<file path="src/common/agc_pkg.sv">
package agc_pkg;

    // Wishbone register byte offsets
    localparam logic [7:0] REG_CTRL   = 8'h00;
    localparam logic [7:0] REG_MANUAL = 8'h04;
    localparam logic [7:0] REG_STATUS = 8'h08;
    localparam logic [7:0] REG_COUNTS = 8'h0c;

    // Control register field positions
    localparam int CTRL_REF_LSB    = 0;
    localparam int CTRL_FAST_BIT   = 3;
    localparam int CTRL_OVL_LSB    = 4;
    localparam int CTRL_DGEN_BIT   = 7;
    localparam int CTRL_DECAY_LSB  = 8;
    localparam int CTRL_ATTACK_LSB = 12;
    localparam int CTRL_FRAME_BIT  = 16;

    // Reset values
    localparam logic [31:0] CTRL_RESET   = 32'h0000_0000;
    localparam logic [15:0] MANUAL_RESET = 16'h0000;

    // Loop rate: one update per sixty modulator clocks
    localparam int          LOOP_DIV  = 60;
    localparam logic [5:0]  DIV_LAST  = 6'(LOOP_DIV - 1);

    // Attenuation code space: low half is digital gain, high half analog
    localparam logic [15:0] ATT_HALF = 16'h8000;
    localparam logic [15:0] ATT_MAX  = 16'hffff;

    // Level scale: full scale of |I|+|Q| on 16-bit samples is 32768
    localparam logic [16:0] CLIP_LEVEL = 17'h065ad;   // Full scale less 2 dB
    localparam logic [16:0] REF_3DB    = 17'h047fb;
    localparam logic [16:0] REF_6DB    = 17'h032f5;
    localparam logic [16:0] REF_9DB    = 17'h02413;
    localparam logic [16:0] REF_12DB   = 17'h0198a;
    localparam logic [16:0] REF_15DB   = 17'h01215;

    // Loop gain: right shift in half-octave steps at attack code zero
    localparam logic [5:0]  LOOP_H0  = 6'd30;
    localparam logic [5:0]  ENV_H0   = 6'd2;
    localparam logic [5:0]  H_MAX    = 6'd40;

    // Converter reset weighting: base step before doubling per code
    localparam logic [15:0] OVL_BASE = 16'h0001;

endpackage

</file>
<file path="src/rtl/agc_loop.sv">
`timescale 1ns/1ns
// Notes on behaviour
// - Reference codes 1..7 enable the loop; 1..5 target 3 to 15 dB below clip, 6 and 7 target the clip level.
// - Reference code zero disables the loop; gain follows the manual register.
// - Gain and the envelope update once every sixty clocks; peak and reset sum gather every clock.
// - Clip level sits 2 dB below converter full scale.
// - Level estimate is |I|+|Q| after first decimator and after digital gain.
// - Digital gain off: only the analog stage, driven by the first-decimator estimate.
// - Estimate above reference raises attenuation, step scaled by attack code.
// - Estimate below reference lowers attenuation, step scaled by attack minus decay.
// - Attack code sets bandwidth; each step is a factor of root two.
// - Decay code slows estimator decay by root two per step.
// - Overload weight sets attenuation per converter reset, doubling per step.
// - Reset-driven ramp spans 12 dB quickly at high weight, slowly at low.
// - Fast-acquire bit lowers gain DAC source resistance.
// - Digital gain on: loop uses the larger of both estimates.
// - Digital gain 1..4; at 4 drop two top bits, keep next sixteen.
// - Digital gain falls to 1 first; beyond that the analog stage attenuates.
// - Digital gain kept maximal without post-gain estimate exceeding reference.
// - Frame carries per-sample overload and reset counts and gain top byte.
// - Within range the loop settles where estimate equals the reference.
// - Digital gain stage works only when enabled; otherwise fixed unity.
module agc_loop #(
    parameter int DW = 24,
    parameter int OW = 16
) (
    input  wire logic                 CLOCK,
    input  wire logic                 RST_N,
    input  wire logic                 CE,
    input  wire logic                 WB_CYC_I,
    input  wire logic                 WB_STB_I,
    input  wire logic                 WB_WE_I,
    input  wire logic [7:0]           WB_ADR_I,
    input  wire logic [3:0]           WB_SEL_I,
    input  wire logic [31:0]          WB_DAT_I,
    output logic      [31:0]          WB_DAT_O,
    output logic                      WB_ACK_O,
    input  wire logic signed [DW-1:0] FIRST_DECIMATOR_I,
    input  wire logic signed [DW-1:0] FIRST_DECIMATOR_Q,
    input  wire logic                 FIRST_DECIMATOR_VALID,
    input  wire logic signed [DW-1:0] THIRD_DECIMATOR_I,
    input  wire logic signed [DW-1:0] THIRD_DECIMATOR_Q,
    input  wire logic                 THIRD_DECIMATOR_VALID,
    input  wire logic                 ADC_RESET_EVT,
    input  wire logic                 ADC_OVERLOAD_EVT,
    input  wire logic                 OUT_SAMPLE_STROBE,
    output logic      [7:0]           VGA_DAC_CODE,
    output logic                      FAST_ACQUIRE,
    output logic      [OW-1:0]        OUT_I,
    output logic      [OW-1:0]        OUT_Q,
    output logic                      OUT_VALID,
    output logic      [7:0]           FRAME_OVL_CNT,
    output logic      [7:0]           FRAME_RST_CNT,
    output logic      [7:0]           FRAME_GAIN_MSB
);

    ////////////////////////////////////////////////////////////////////////
    // Helpers

    // Absolute value of the top sixteen bits of a sample
    function automatic logic [15:0] mag16(input logic signed [DW-1:0] x);
        logic signed [15:0] t;
        t = x[DW-1 -: 16];
        mag16 = t[15] ? 16'(-t) : 16'(t);
    endfunction

    // Scale by 2^(-h/2); odd h takes an extra factor of about 0.703
    function automatic logic [16:0] scale_h(input logic [16:0] e, input logic [5:0] h);
        logic [16:0] s;
        s = e >> h[5:1];
        scale_h = h[0] ? 17'((s >> 1) + (s >> 3) + (s >> 4) + (s >> 6)) : s;
    endfunction

    ////////////////////////////////////////////////////////////////////////
    // Wishbone slave and registers

    logic [31:0] ctrl_q;
    logic [15:0] manual_q;
    logic [31:0] rdata_q;
    logic        ack_q;
    logic [15:0] att_q;
    logic [16:0] env1_q;
    logic [16:0] est2_q;
    logic [7:0]  frm_ovl_q;
    logic [7:0]  frm_rst_q;

    wire         wb_req   = WB_CYC_I && WB_STB_I;
    wire         wb_take  = wb_req && !ack_q;
    wire         wb_wr    = wb_req && ack_q && WB_WE_I;  // Write lands on the ack edge
    wire         sel_ctrl = WB_ADR_I == agc_pkg::REG_CTRL;
    wire         sel_man  = WB_ADR_I == agc_pkg::REG_MANUAL;
    wire [31:0]  wmask    = {{8{WB_SEL_I[3]}}, {8{WB_SEL_I[2]}}, {8{WB_SEL_I[1]}}, {8{WB_SEL_I[0]}}};

    wire [2:0]   ref_sel  = ctrl_q[agc_pkg::CTRL_REF_LSB +: 3];
    wire         fast_acq = ctrl_q[agc_pkg::CTRL_FAST_BIT];
    wire [2:0]   ovl_wt   = ctrl_q[agc_pkg::CTRL_OVL_LSB +: 3];
    wire         dg_en    = ctrl_q[agc_pkg::CTRL_DGEN_BIT];
    wire [3:0]   decay    = ctrl_q[agc_pkg::CTRL_DECAY_LSB +: 4];
    wire [3:0]   attack   = ctrl_q[agc_pkg::CTRL_ATTACK_LSB +: 4];
    wire         frame_en = ctrl_q[agc_pkg::CTRL_FRAME_BIT];

    // Read mux; unmapped offsets answer zero
    wire [31:0]  rd_mux =
        (WB_ADR_I == agc_pkg::REG_CTRL)   ? {15'h0000, ctrl_q[16:0]} :
        (WB_ADR_I == agc_pkg::REG_MANUAL) ? {16'h0000, manual_q} :
        (WB_ADR_I == agc_pkg::REG_STATUS) ? {env1_q[16:1], att_q} :
        (WB_ADR_I == agc_pkg::REG_COUNTS) ? {16'h0000, frm_rst_q, frm_ovl_q} : 32'h0000_0000;

    // Ack one cycle after the request is taken, dropped the cycle after
    always_ff @(posedge CLOCK or negedge RST_N) begin
        if (!RST_N) begin
            ack_q   <= 1'b0;
            rdata_q <= 32'h0000_0000;
        end else if (CE) begin
            ack_q   <= wb_take;
            rdata_q <= wb_take ? rd_mux : rdata_q;
        end
    end

    // Writable registers with byte lanes
    always_ff @(posedge CLOCK or negedge RST_N) begin
        if (!RST_N) begin
            ctrl_q   <= agc_pkg::CTRL_RESET;
            manual_q <= agc_pkg::MANUAL_RESET;
        end else if (CE && wb_wr) begin
            if (sel_ctrl) ctrl_q <= ((ctrl_q & ~wmask) | (WB_DAT_I & wmask)) & 32'h0001_ffff;
            if (sel_man) manual_q <= (manual_q & ~wmask[15:0]) | (WB_DAT_I[15:0] & wmask[15:0]);
        end
    end

    assign WB_ACK_O = ack_q;
    assign WB_DAT_O = rdata_q;

    ////////////////////////////////////////////////////////////////////////
    // Loop timebase

    logic [5:0] div_q;
    wire        tick = div_q == agc_pkg::DIV_LAST;

    always_ff @(posedge CLOCK or negedge RST_N) begin
        if (!RST_N) div_q <= 6'h00;
        else if (CE) div_q <= tick ? 6'h00 : div_q + 6'h01;
    end

    ////////////////////////////////////////////////////////////////////////
    // Level estimation

    logic [16:0] peak1_q;
    logic [15:0] rst_acc_q;
    logic [1:0]  dg_sh_q;

    wire [16:0] x1     = 17'(mag16(FIRST_DECIMATOR_I)) + 17'(mag16(FIRST_DECIMATOR_Q));
    wire [16:0] x2     = 17'(mag16({OUT_I, {(DW-OW){1'b0}}})) + 17'(mag16({OUT_Q, {(DW-OW){1'b0}}}));
    wire [16:0] peak1_n = (FIRST_DECIMATOR_VALID && x1 > peak1_q) ? x1 : peak1_q;

    // Decay runs slower than attack by root two per decay step
    wire [16:0] env_up  = scale_h(peak1_q - env1_q, agc_pkg::ENV_H0);
    wire [16:0] env_dn  = scale_h(env1_q - peak1_q, agc_pkg::ENV_H0 + 6'(decay));
    wire [16:0] env1_d  = (peak1_q >= env1_q) ? env1_q + env_up : env1_q - env_dn;

    // Peak is held between ticks so short bursts still count
    always_ff @(posedge CLOCK or negedge RST_N) begin
        if (!RST_N) begin
            peak1_q <= 17'h00000;
            env1_q  <= 17'h00000;
            est2_q  <= 17'h00000;
        end else if (CE) begin
            peak1_q <= tick ? 17'h00000 : peak1_n;
            env1_q  <= tick ? env1_d : env1_q;
            est2_q  <= OUT_VALID ? x2 : est2_q;
        end
    end

    ////////////////////////////////////////////////////////////////////////
    // Gain loop

    // Target at or below the clip level, which is already 2 dB under full scale
    wire [16:0] ref_lvl =
        (ref_sel == 3'd1) ? agc_pkg::REF_3DB :
        (ref_sel == 3'd2) ? agc_pkg::REF_6DB :
        (ref_sel == 3'd3) ? agc_pkg::REF_9DB :
        (ref_sel == 3'd4) ? agc_pkg::REF_12DB :
        (ref_sel == 3'd5) ? agc_pkg::REF_15DB : agc_pkg::CLIP_LEVEL;
    wire        loop_on = ref_sel != 3'd0;

    // Larger estimate wins when the digital stage is in play
    wire [16:0] est     = (dg_en && est2_q > env1_q) ? est2_q : env1_q;
    wire        over    = est > ref_lvl;
    wire [16:0] err     = over ? est - ref_lvl : ref_lvl - est;

    // Half-octave shift counts; a decay above attack just slows further
    wire [5:0]  h_att   = agc_pkg::LOOP_H0 - 6'(attack);
    wire [5:0]  h_dec_r = h_att + 6'(decay);
    wire [5:0]  h_dec   = (h_dec_r > agc_pkg::H_MAX) ? agc_pkg::H_MAX : h_dec_r;
    wire [16:0] step_up = over ? scale_h(err, h_att) : 17'h00000;
    wire [16:0] step_dn = over ? 17'h00000 : scale_h(err, h_dec);

    // Converter resets gathered between ticks, weighted by doubling code
    wire [15:0] ovl_step = agc_pkg::OVL_BASE << ovl_wt;
    wire [15:0] rst_acc_n = (rst_acc_q > agc_pkg::ATT_MAX - ovl_step) ? agc_pkg::ATT_MAX : rst_acc_q + ovl_step;

    // Without the digital stage the floor is the analog half
    wire [15:0] att_min = dg_en ? 16'h0000 : agc_pkg::ATT_HALF;
    // A positive sum never reaches bit 18, so that bit flags a step below zero
    wire [18:0] att_sum = 19'(att_q) + 19'(step_up) + 19'(rst_acc_q) - 19'(step_dn);
    wire        att_neg = att_sum[18];
    wire [15:0] att_new =
        att_neg ? att_min :
        (att_sum > 19'(agc_pkg::ATT_MAX)) ? agc_pkg::ATT_MAX :
        (att_sum < 19'(att_min)) ? att_min : att_sum[15:0];

    always_ff @(posedge CLOCK or negedge RST_N) begin
        if (!RST_N) begin
            att_q     <= agc_pkg::ATT_HALF;
            rst_acc_q <= 16'h0000;
        end else if (CE) begin
            if (!loop_on) att_q <= manual_q;
            else if (tick) att_q <= att_new;
            if (tick) rst_acc_q <= ADC_RESET_EVT ? ovl_step : 16'h0000;  // Event on the tick opens next sum
            else if (ADC_RESET_EVT) rst_acc_q <= rst_acc_n;
        end
    end

    ////////////////////////////////////////////////////////////////////////
    // Gain split: digital gain spends itself before analog attenuation

    wire        in_dig   = att_q < agc_pkg::ATT_HALF;
    wire [1:0]  dg_sh_d  = (!dg_en || !in_dig) ? 2'd0 :
                           att_q[14] ? 2'd0 : (att_q[13] ? 2'd1 : 2'd2);
    wire [15:0] ana_att  = in_dig ? 16'h0000 : att_q - agc_pkg::ATT_HALF;

    always_ff @(posedge CLOCK or negedge RST_N) begin
        if (!RST_N) begin
            dg_sh_q      <= 2'd0;
            VGA_DAC_CODE <= 8'h00;
            FAST_ACQUIRE <= 1'b0;
        end else if (CE) begin
            dg_sh_q      <= dg_sh_d;
            VGA_DAC_CODE <= ana_att[14:7];
            FAST_ACQUIRE <= fast_acq;
        end
    end

    ////////////////////////////////////////////////////////////////////////
    // Digital gain stage: a shift picks which sixteen bits leave

    wire [DW-1:0] sh_i = DW'(THIRD_DECIMATOR_I) << dg_sh_q;
    wire [DW-1:0] sh_q = DW'(THIRD_DECIMATOR_Q) << dg_sh_q;

    always_ff @(posedge CLOCK or negedge RST_N) begin
        if (!RST_N) begin
            OUT_I     <= '0;
            OUT_Q     <= '0;
            OUT_VALID <= 1'b0;
        end else if (CE) begin
            OUT_VALID <= THIRD_DECIMATOR_VALID;
            if (THIRD_DECIMATOR_VALID) begin
                OUT_I <= sh_i[DW-1 -: OW];
                OUT_Q <= sh_q[DW-1 -: OW];
            end
        end
    end

    ////////////////////////////////////////////////////////////////////////
    // Serial frame fields; counts latched per output sample, gain byte taken live

    logic [7:0] ovl_cnt_q;
    logic [7:0] rst_cnt_q;
    wire  [7:0] ovl_inc = (ovl_cnt_q == 8'hff) ? ovl_cnt_q : ovl_cnt_q + 8'h01;
    wire  [7:0] rst_inc = (rst_cnt_q == 8'hff) ? rst_cnt_q : rst_cnt_q + 8'h01;

    // Counters saturate rather than wrap within one sample period
    always_ff @(posedge CLOCK or negedge RST_N) begin
        if (!RST_N) begin
            ovl_cnt_q <= 8'h00;
            rst_cnt_q <= 8'h00;
            frm_ovl_q <= 8'h00;
            frm_rst_q <= 8'h00;
        end else if (CE) begin
            ovl_cnt_q <= OUT_SAMPLE_STROBE ? 8'(ADC_OVERLOAD_EVT) : (ADC_OVERLOAD_EVT ? ovl_inc : ovl_cnt_q);
            rst_cnt_q <= OUT_SAMPLE_STROBE ? 8'(ADC_RESET_EVT) : (ADC_RESET_EVT ? rst_inc : rst_cnt_q);
            if (OUT_SAMPLE_STROBE) begin
                frm_ovl_q <= ovl_cnt_q;
                frm_rst_q <= rst_cnt_q;
            end
        end
    end

    assign FRAME_OVL_CNT  = frame_en ? frm_ovl_q : 8'h00;
    assign FRAME_RST_CNT  = frame_en ? frm_rst_q : 8'h00;
    assign FRAME_GAIN_MSB = frame_en ? att_q[15:8] : 8'h00;

    ////////////////////////////////////////////////////////////////////////
    // Assertions

    logic [6:0] since_tick_q;
    always_ff @(posedge CLOCK or negedge RST_N) begin
        if (!RST_N) since_tick_q <= 7'd1;
        else if (CE) since_tick_q <= tick ? 7'd1 : since_tick_q + 7'd1;
    end
endmodule // agc_loop

</file>
<file path="config.mk">
export PLATFORM = sky130hd
export DESIGN_NAME = agc_loop
export DESIGN_NICKNAME = d
export VERILOG_FILES = /design/src/common/agc_pkg.sv /design/src/rtl/agc_loop.sv
export SDC_FILE = /design/constraint.sdc
export NUM_CORES = 1
export LEC_CHECK = 0
export ABC_CLOCK_PERIOD_IN_PS = 17700
export BUFFER_PORTS_ARGS = -buffer_cell sky130_fd_sc_hd__buf_2
export CAP_MARGIN = 10
export CORE_UTILIZATION = 50
export CTS_CLUSTER_DIAMETER = 30
export DETAILED_ROUTE_END_ITERATION = 10
export GPL_ROUTABILITY_DRIVEN = 0
export PLACE_DENSITY_LB_ADDON = 0.08
export SYNTH_ARGS = -nofsm -noshare
export SYNTH_HDL_FRONTEND = slang
export SYNTH_SLANG_ARGS = --single-unit
</file>
<file path="constraint.sdc">
create_clock -name CLOCK -period 17.7 [get_ports CLOCK]
set_input_delay 1.77 -clock CLOCK [delete_from_list [all_inputs] [get_ports CLOCK]]
set_output_delay 1.77 -clock CLOCK [all_outputs]
set_load 0.005 [all_outputs]
</file>
-- Yosys cells after proc, flatten, opt, wreduce, memory -nomap -nowiden
Cells that the tools add are included.
- bits in registers: 231
- output and inout port bits: 99
- logic and storage cells: 167
- add/sub/neg operators: 33
- $lt $le $gt $ge: 9
- eq/ne operators: 14
- shifts and indexed selects: 6
- muxes and demuxes: 48
- bitwise gates (word level): 8
- reductions and logical operators: 29
- operators by type and width (cell ; count):
    16-bit 2-to-1 mux ; 15
    17-bit 2-to-1 mux ; 10
    32-bit 2-to-1 mux ; 3
    15-bit 2-to-1 mux ; 6
    8-bit 2-to-1 mux ; 9
    16-bit negator ; 4
    16-bit by 14-bit adder with 17-bit output ; 3
    17-bit by 11-bit adder with 17-bit output ; 3
    17-bit by 13-bit adder with 17-bit output ; 3
    17-bit subtractor ; 3
    24-bit by 2-bit left shift with 24-bit output ; 2
    16-bit by 16-bit adder with 17-bit output ; 2
    17-bit AND ; 2
    17-bit > comparator ; 2
    17-bit by 5-bit right shift with 17-bit output ; 2
    16-bit AND ; 2
    2-bit AND reduction ; 10
    18-bit by 16-bit adder with 19-bit output ; 1
    19-bit by 16-bit > comparator with 1-bit output (second input constant) ; 1
    19-bit by 16-bit < comparator with 1-bit output ; 1
    19-bit by 17-bit subtractor with 19-bit output ; 1
    16-bit by 17-bit adder with 18-bit output ; 1
    17-bit by 16-bit adder with 17-bit output ; 1
    17-bit >= comparator ; 1
    other kinds (37) ; 59

-- Logic depth before layout (Yosys ltp)
- word-level depth: 23
- depth in mapped cells: 60
- depth with buffers taken out: 55

-- Worst setup path after synthesis
OpenSTA, ideal clock, no wires.
- path kind: reg-to-reg
- start point: register env1_q[16]
- end point: register att_q[11]
- arrival time: 12.302 ns
- setup slack: 5.315 ns
- cell stages (with the launch flop): 53
- path buffers: 6
- period minus slack after synthesis: 12.385 ns
- path through: dfrtp_1 clkbuf_1 inv_1 ha_1 nand4_1 or4_1 a31o_1 a31oi_4 clkbuf_1 nor2_1 a21o_1 ha_1 clkbuf_1 nand3_1 nor4_1 o21a_1 buf_6 buf_6 (+17 left out) o21a_1 o41ai_1 o21ai_0 xnor2_1 o21ai_0 fa_1 inv_1 fa_1 inv_1 ha_1 and3_1 a21oi_1 mux2_2 a22o_1 a22oi_1 clkbuf_1 a21oi_1 o21ai_0
- word-level cells in the longest chain between the ends: 20
- elaborated cells between the ends (all ways): 29
- those cells by class: add/sub (11); order compare (4); shift (2); mux (11); reduce/logical (1)
- RTL lines (what ; line ; text):
    start: declaration ; agc_loop.sv:82 ; logic [16:0] env1_q;
    start signal: assignment ; agc_loop.sv:169 ; env1_q <= tick ? env1_d : env1_q;
    17-bit > comparator ; agc_loop.sv:187 ; wire [16:0] est = (dg_en && est2_q > env1_q) ? est2_q : env1_q;
    1-bit logical AND ; agc_loop.sv:187 ;
    17-bit 2-to-1 mux (*) ; agc_loop.sv:187 ;
    15-bit by 17-bit subtractor with 17-bit output, or another cell as far along ; agc_loop.sv:189 ; wire [16:0] err = over ? est - ref_lvl : ref_lvl - est;
    17-bit 2-to-1 mux ; agc_loop.sv:189 ;
    17-bit by 5-bit right shift with 17-bit output ; agc_loop.sv:70 ; s = e >> h[5:1];
    16-bit by 14-bit adder with 17-bit output ; agc_loop.sv:71 ; scale_h = h[0] ? 17'((s >> 1) + (s >> 3) + (s >> 4) + (s >> 6)) : s;
    17-bit by 13-bit adder with 17-bit output ; agc_loop.sv:71 ;
    (+4 left out) ; -- ;
    18-bit by 16-bit adder with 19-bit output ; agc_loop.sv:205 ; wire [18:0] att_sum = 19'(att_q) + 19'(step_up) + 19'(rst_acc_q) - 19'(step_dn);
    19-bit by 17-bit subtractor with 19-bit output (*) ; agc_loop.sv:205 ;
    19-bit by 16-bit < comparator with 1-bit output ; agc_loop.sv:210 ; (att_sum < 19'(att_min)) ? att_min : att_sum[15:0];
    16-bit 2-to-1 mux ; agc_loop.sv:210 ;
    16-bit 2-to-1 mux ; agc_loop.sv:209 ; (att_sum > 19'(agc_pkg::ATT_MAX)) ? agc_pkg::ATT_MAX :
    16-bit 2-to-1 mux (*) ; agc_loop.sv:208 ; att_neg ? att_min :
    16-bit 2-to-1 mux (*) ; agc_loop.sv:218 ; else if (tick) att_q <= att_new;
    16-bit 2-to-1 mux (*) ; agc_loop.sv:217 ; if (!loop_on) att_q <= manual_q;
    end signal: assignment ; agc_loop.sv:214 ; att_q <= agc_pkg::ATT_HALF;
    end signal: assignment ; agc_loop.sv:217 ;
    end signal: assignment ; agc_loop.sv:218 ;
    end: declaration ; agc_loop.sv:81 ; logic [15:0] att_q;
Every way passes the cells marked *; elsewhere a longest branch is shown, timed or not. The select of a mux whose other input is x is not followed.
A chain may end at the register's enable or synchronous reset.

-- Final worst setup path
- start point: register env1_q[16]
- end point: register att_q[15]
The elaborated chain is that of the path after synthesis.

==> run summary <==
• 231 — CTS Sinks
• 24400 — vias in the first global route
• dfrtp_1 — biggest area consumer among synthesized cells
• 4 — antenna violations before repair
• 207 — Buffers on Ports
• nor3_1 — library cell contributing the largest single delay on the critical path
• 25100 — total via count in the routed design
• 0 — max-slew violation total from the final report
• 0 — # DRC
• 14.6 nW — Pleak
• 19.8 microns — WL per Instance
• 37 — worst-path maximum fanout
• 36.3 mm — met2 WL post-DR
• 0.0308 sq mm — final cell area excluding filler cells
• 2 — Clock H-tree levels
• 0.0456 ns — maximum clock skew at final layout
• 3972 — fin nets
• 92 — largest net degree at the start of global routing
• 0 — overflow left after global routing
• a21oi_1 — most frequent cell on the critical path
• met5 — top layer reached by signal wires
• 11.6% — Max-slew headroom
• 2.80 ns — reg-to-reg setup timing slack
• 29.8% — global-route usage over all layers
• 5 — Crit path buffers/inverters
• 0 — Ant. Diodes
• 84.2% — crit share post-route
• WB_DAT_O[11] — Worst Hold Endpoint
• 21.1% — share of the synthesized area in the top cell type
• reg2reg — category of the most critical setup path
• 21.2% — register area share after synthesis
• 0.0555 sq mm — die outline area
• 250 — number of I/O pins
• 15.42 ns — arrival time at the worst endpoint
• 2.80 ns — minimum setup slack in the final design
• reg2reg — HP Class
• dfrtp_1 — flip-flop cell with the highest count after synthesis
• 0 — number of enable-type register cells in the synthesized netlist
• 0.73 ns — maximum cell stage delay along the critical path
• 51 — CTS buffer count
• flop — sort of element at the end of the critical path
• 66.1 mm — post-detailed-placement half-perimeter wirelength
• 12.8% — Area growth syn-to-layout
• 85 — number of standard-cell rows in the floorplan
• flop — Worst Setup Start Kind
• no — unrepaired setup endpoints after global routing
• att_q[15] — r2r endpoint
• 0 — cts hold-fix bufs
• dfrtp_1 21%, ha_1 11%, fa_1 8.3%, o21ai_0 4.7%, nand2_1 4.7% — ranking of synthesized cells by area
• 2 — depth of the worst hold-timing path
• 39.6 mm — DRT met1 WL
• 5.27 mW — total design power
• 4911 — number of fill cells in the layout
• 0.05 ns — clock slew seen by the registers of the worst setup and hold paths
• 0.00578 sq mm — Seq. cell area
• 67.1 MHz — highest clock frequency the design can meet
• 8.22 sq um — average instance area after synthesis
• 18.22 ns — worst endpoint required time
• 236 microns — die height
• 3.01 ns — DP Worst Slack
• 3321 — gate count of the mapped netlist
• 0 — post-cts sizing count
• 5.98 — DR vias/cell
• 0 — Synth warnings
• 14.90 ns — final critical-path required period
• 1.31 ns — actual transition at the worst max-transition pin
• 0.0273 sq mm — Synth Cell Area
• compound AO/OA/AOI/OAI gates — Largest delay share family, worst path
• 0 — total count of hold-check failures in the final report
• 236 microns — horizontal die dimension
• 0.0199 sq mm — total area of multi-input combinational cells
• 133 mm — first-pass GRT wire length
• 0 ns — Total Negative Setup Slacks
• finished clean — outcome
• 1761 — DR iter-0 viols
• 0 — number of setup violations in the final report
• env1_q[16] — RR Startpoint
• 51 — reg2reg path depth
• 83.3 mm — total length of routed wires
• 5 — TritonRoute pass-1 iters
• 50.6% — Initial Util
• 171 mW/mm^2 — P per Cell Area
• 100% — proportion of register bits with asynchronous set or reset after synthesis
• 0 — post-CTS setup buffer count
• 3 — maximum number of buffers from clock root to sink
• 0 — Post-DRT Antenna Nets
• WB_DAT_O[11] — startpoint of the most critical hold path
• 100 — Synth cell types
• done — clock tree from TritonCTS
• 0.60 ns — clock network latency to the later pin of the worst-skew pair
• 241 uV — highest ir drop seen on vdd
• clkbuf_16 — CTS root buffer
• 0 — maximum capacitance violations
• 0.0289 sq mm — area after detailed placement
• 5.03 mm — amount of wire on met3 after detailed routing
• 0.0539 sq mm — Core Box Area
• 13.2% — proportion of layout cells with a drive suffix above 1
• 57.1% — Final Util
• 231 — flip-flop and latch count after synthesis
## report_power, final
group | total, mW | switching [mW] | internal (mW)
sequential | 0.682 | 0.0907 | 0.591
combinational | 3.54 | 2.05 | 1.49
clock | 1.05 | 0.347 | 0.700
## cell families (layout without fill, tap and decap cells)
group	Yosys count	in the layout	synth area share, %
muxes	195	195	7.87
adders and majority gates	360	360	19.6
and+or+nand+nor	970	970	16.7
other	2	7	0.0275
xor gates and xnor gates	208	208	6.76
buffers and inverters	428	605	5.97
DFF	231	231	21.2
AOI/OAI and AO/OA	927	927	21.9
## routing by layer
layer | GRT usage (%) | up-vias
li1 | - | 12000
met1 | 43.3 | 12100
met2 | 45.9 | 785
met3 | 3.95 | 142
met4 | 8.71 | 8
met5 | 0 | -
## layout by cell type, fill, tap and decap left out, types with 24 or more instances in the layout
cell type    n
buf_2      206
clkbuf_16   51
o31ai_1     31
and2_1      48
mux2_2      88
a22o_1      45
ha_1       247
a21oi_1    245
inv_1      280
nor2_1     226
and3_1      37
nand2b_1    32
xor2_1      69
a21o_1      78
fa_1       113
o21ai_0    256
nor3_1      69
nand2_1    340
xnor2_1    134
o21bai_1    33
dfrtp_1    230
mux2i_1     99
nand3_1     75
nor2b_1     24
nand4_1     32
## synth_stat cells (9+ instances only)
master and number:
ha_1 247, fa_1 113, or3_1 20, o41ai_1 16
and2_1 48, o31ai_1 31, o21ai_0 256, or2_2 12
nor2_1 226, o221ai_1 17, dfrtp_1 230, mux2_2 88
buf_1 9, o21a_1 23, xor2_1 70, clkbuf_1 128
a22oi_1 16, inv_1 280, nand4_1 32, a31oi_1 17
mux2i_1 99, xnor2_1 135, a21o_1 78, nor2b_1 24
nand2_1 341, o21bai_1 33, a211oi_1 22, o211ai_1 17
and3_1 37, a22o_1 45, a21oi_1 245, nor4_1 15
nand3_1 75, nor3_1 73, o22ai_1 12, a21boi_0 10
nand2b_1 32
## layout make-up
| type | instances | share of cell area (%) |
|---|---|---|
| clock buffer | 56 | 4.34 |
| clock inverter | 39 | 1.92 |
| inverter | 282 | 3.44 |
| multi-input combinational | 2667 | 64.8 |
| sequential | 231 | 18.8 |
| tap | 696 | 2.83 |
| timing repair buffer | 228 | 3.91 |
## worst min-delay path: cells and delay by family, from the launching register on
kind,cells,cell delay (ns)
flops,1,0.33
compound gates,1,0.06
simple gates,1,0.04
## worst max-delay path by stage
stage                      to  cells after the start  slack (ns)        from
floorplan           att_q[11]                     52        5.32  env1_q[16]
global placement    att_q[15]                     51        3.29  env1_q[16]
detailed placement  att_q[15]                     51        3.01  env1_q[16]
CTS                 att_q[15]                     51        2.98  env1_q[16]
global route        att_q[15]                     51        1.94  env1_q[16]
finish              att_q[15]                     51        2.80  env1_q[16]
## through the flow
stage / cells / hold slack, ns
global placement: 4104 / 0.460
detailed placement: 4104 / 0.471
finish: 4199 / 0.479
floorplan: 3326 / 0.455
global route: 4199 / 0.491
CTS: 4199 / 0.483
Note: power is estimated with default switching activity, not from simulation.
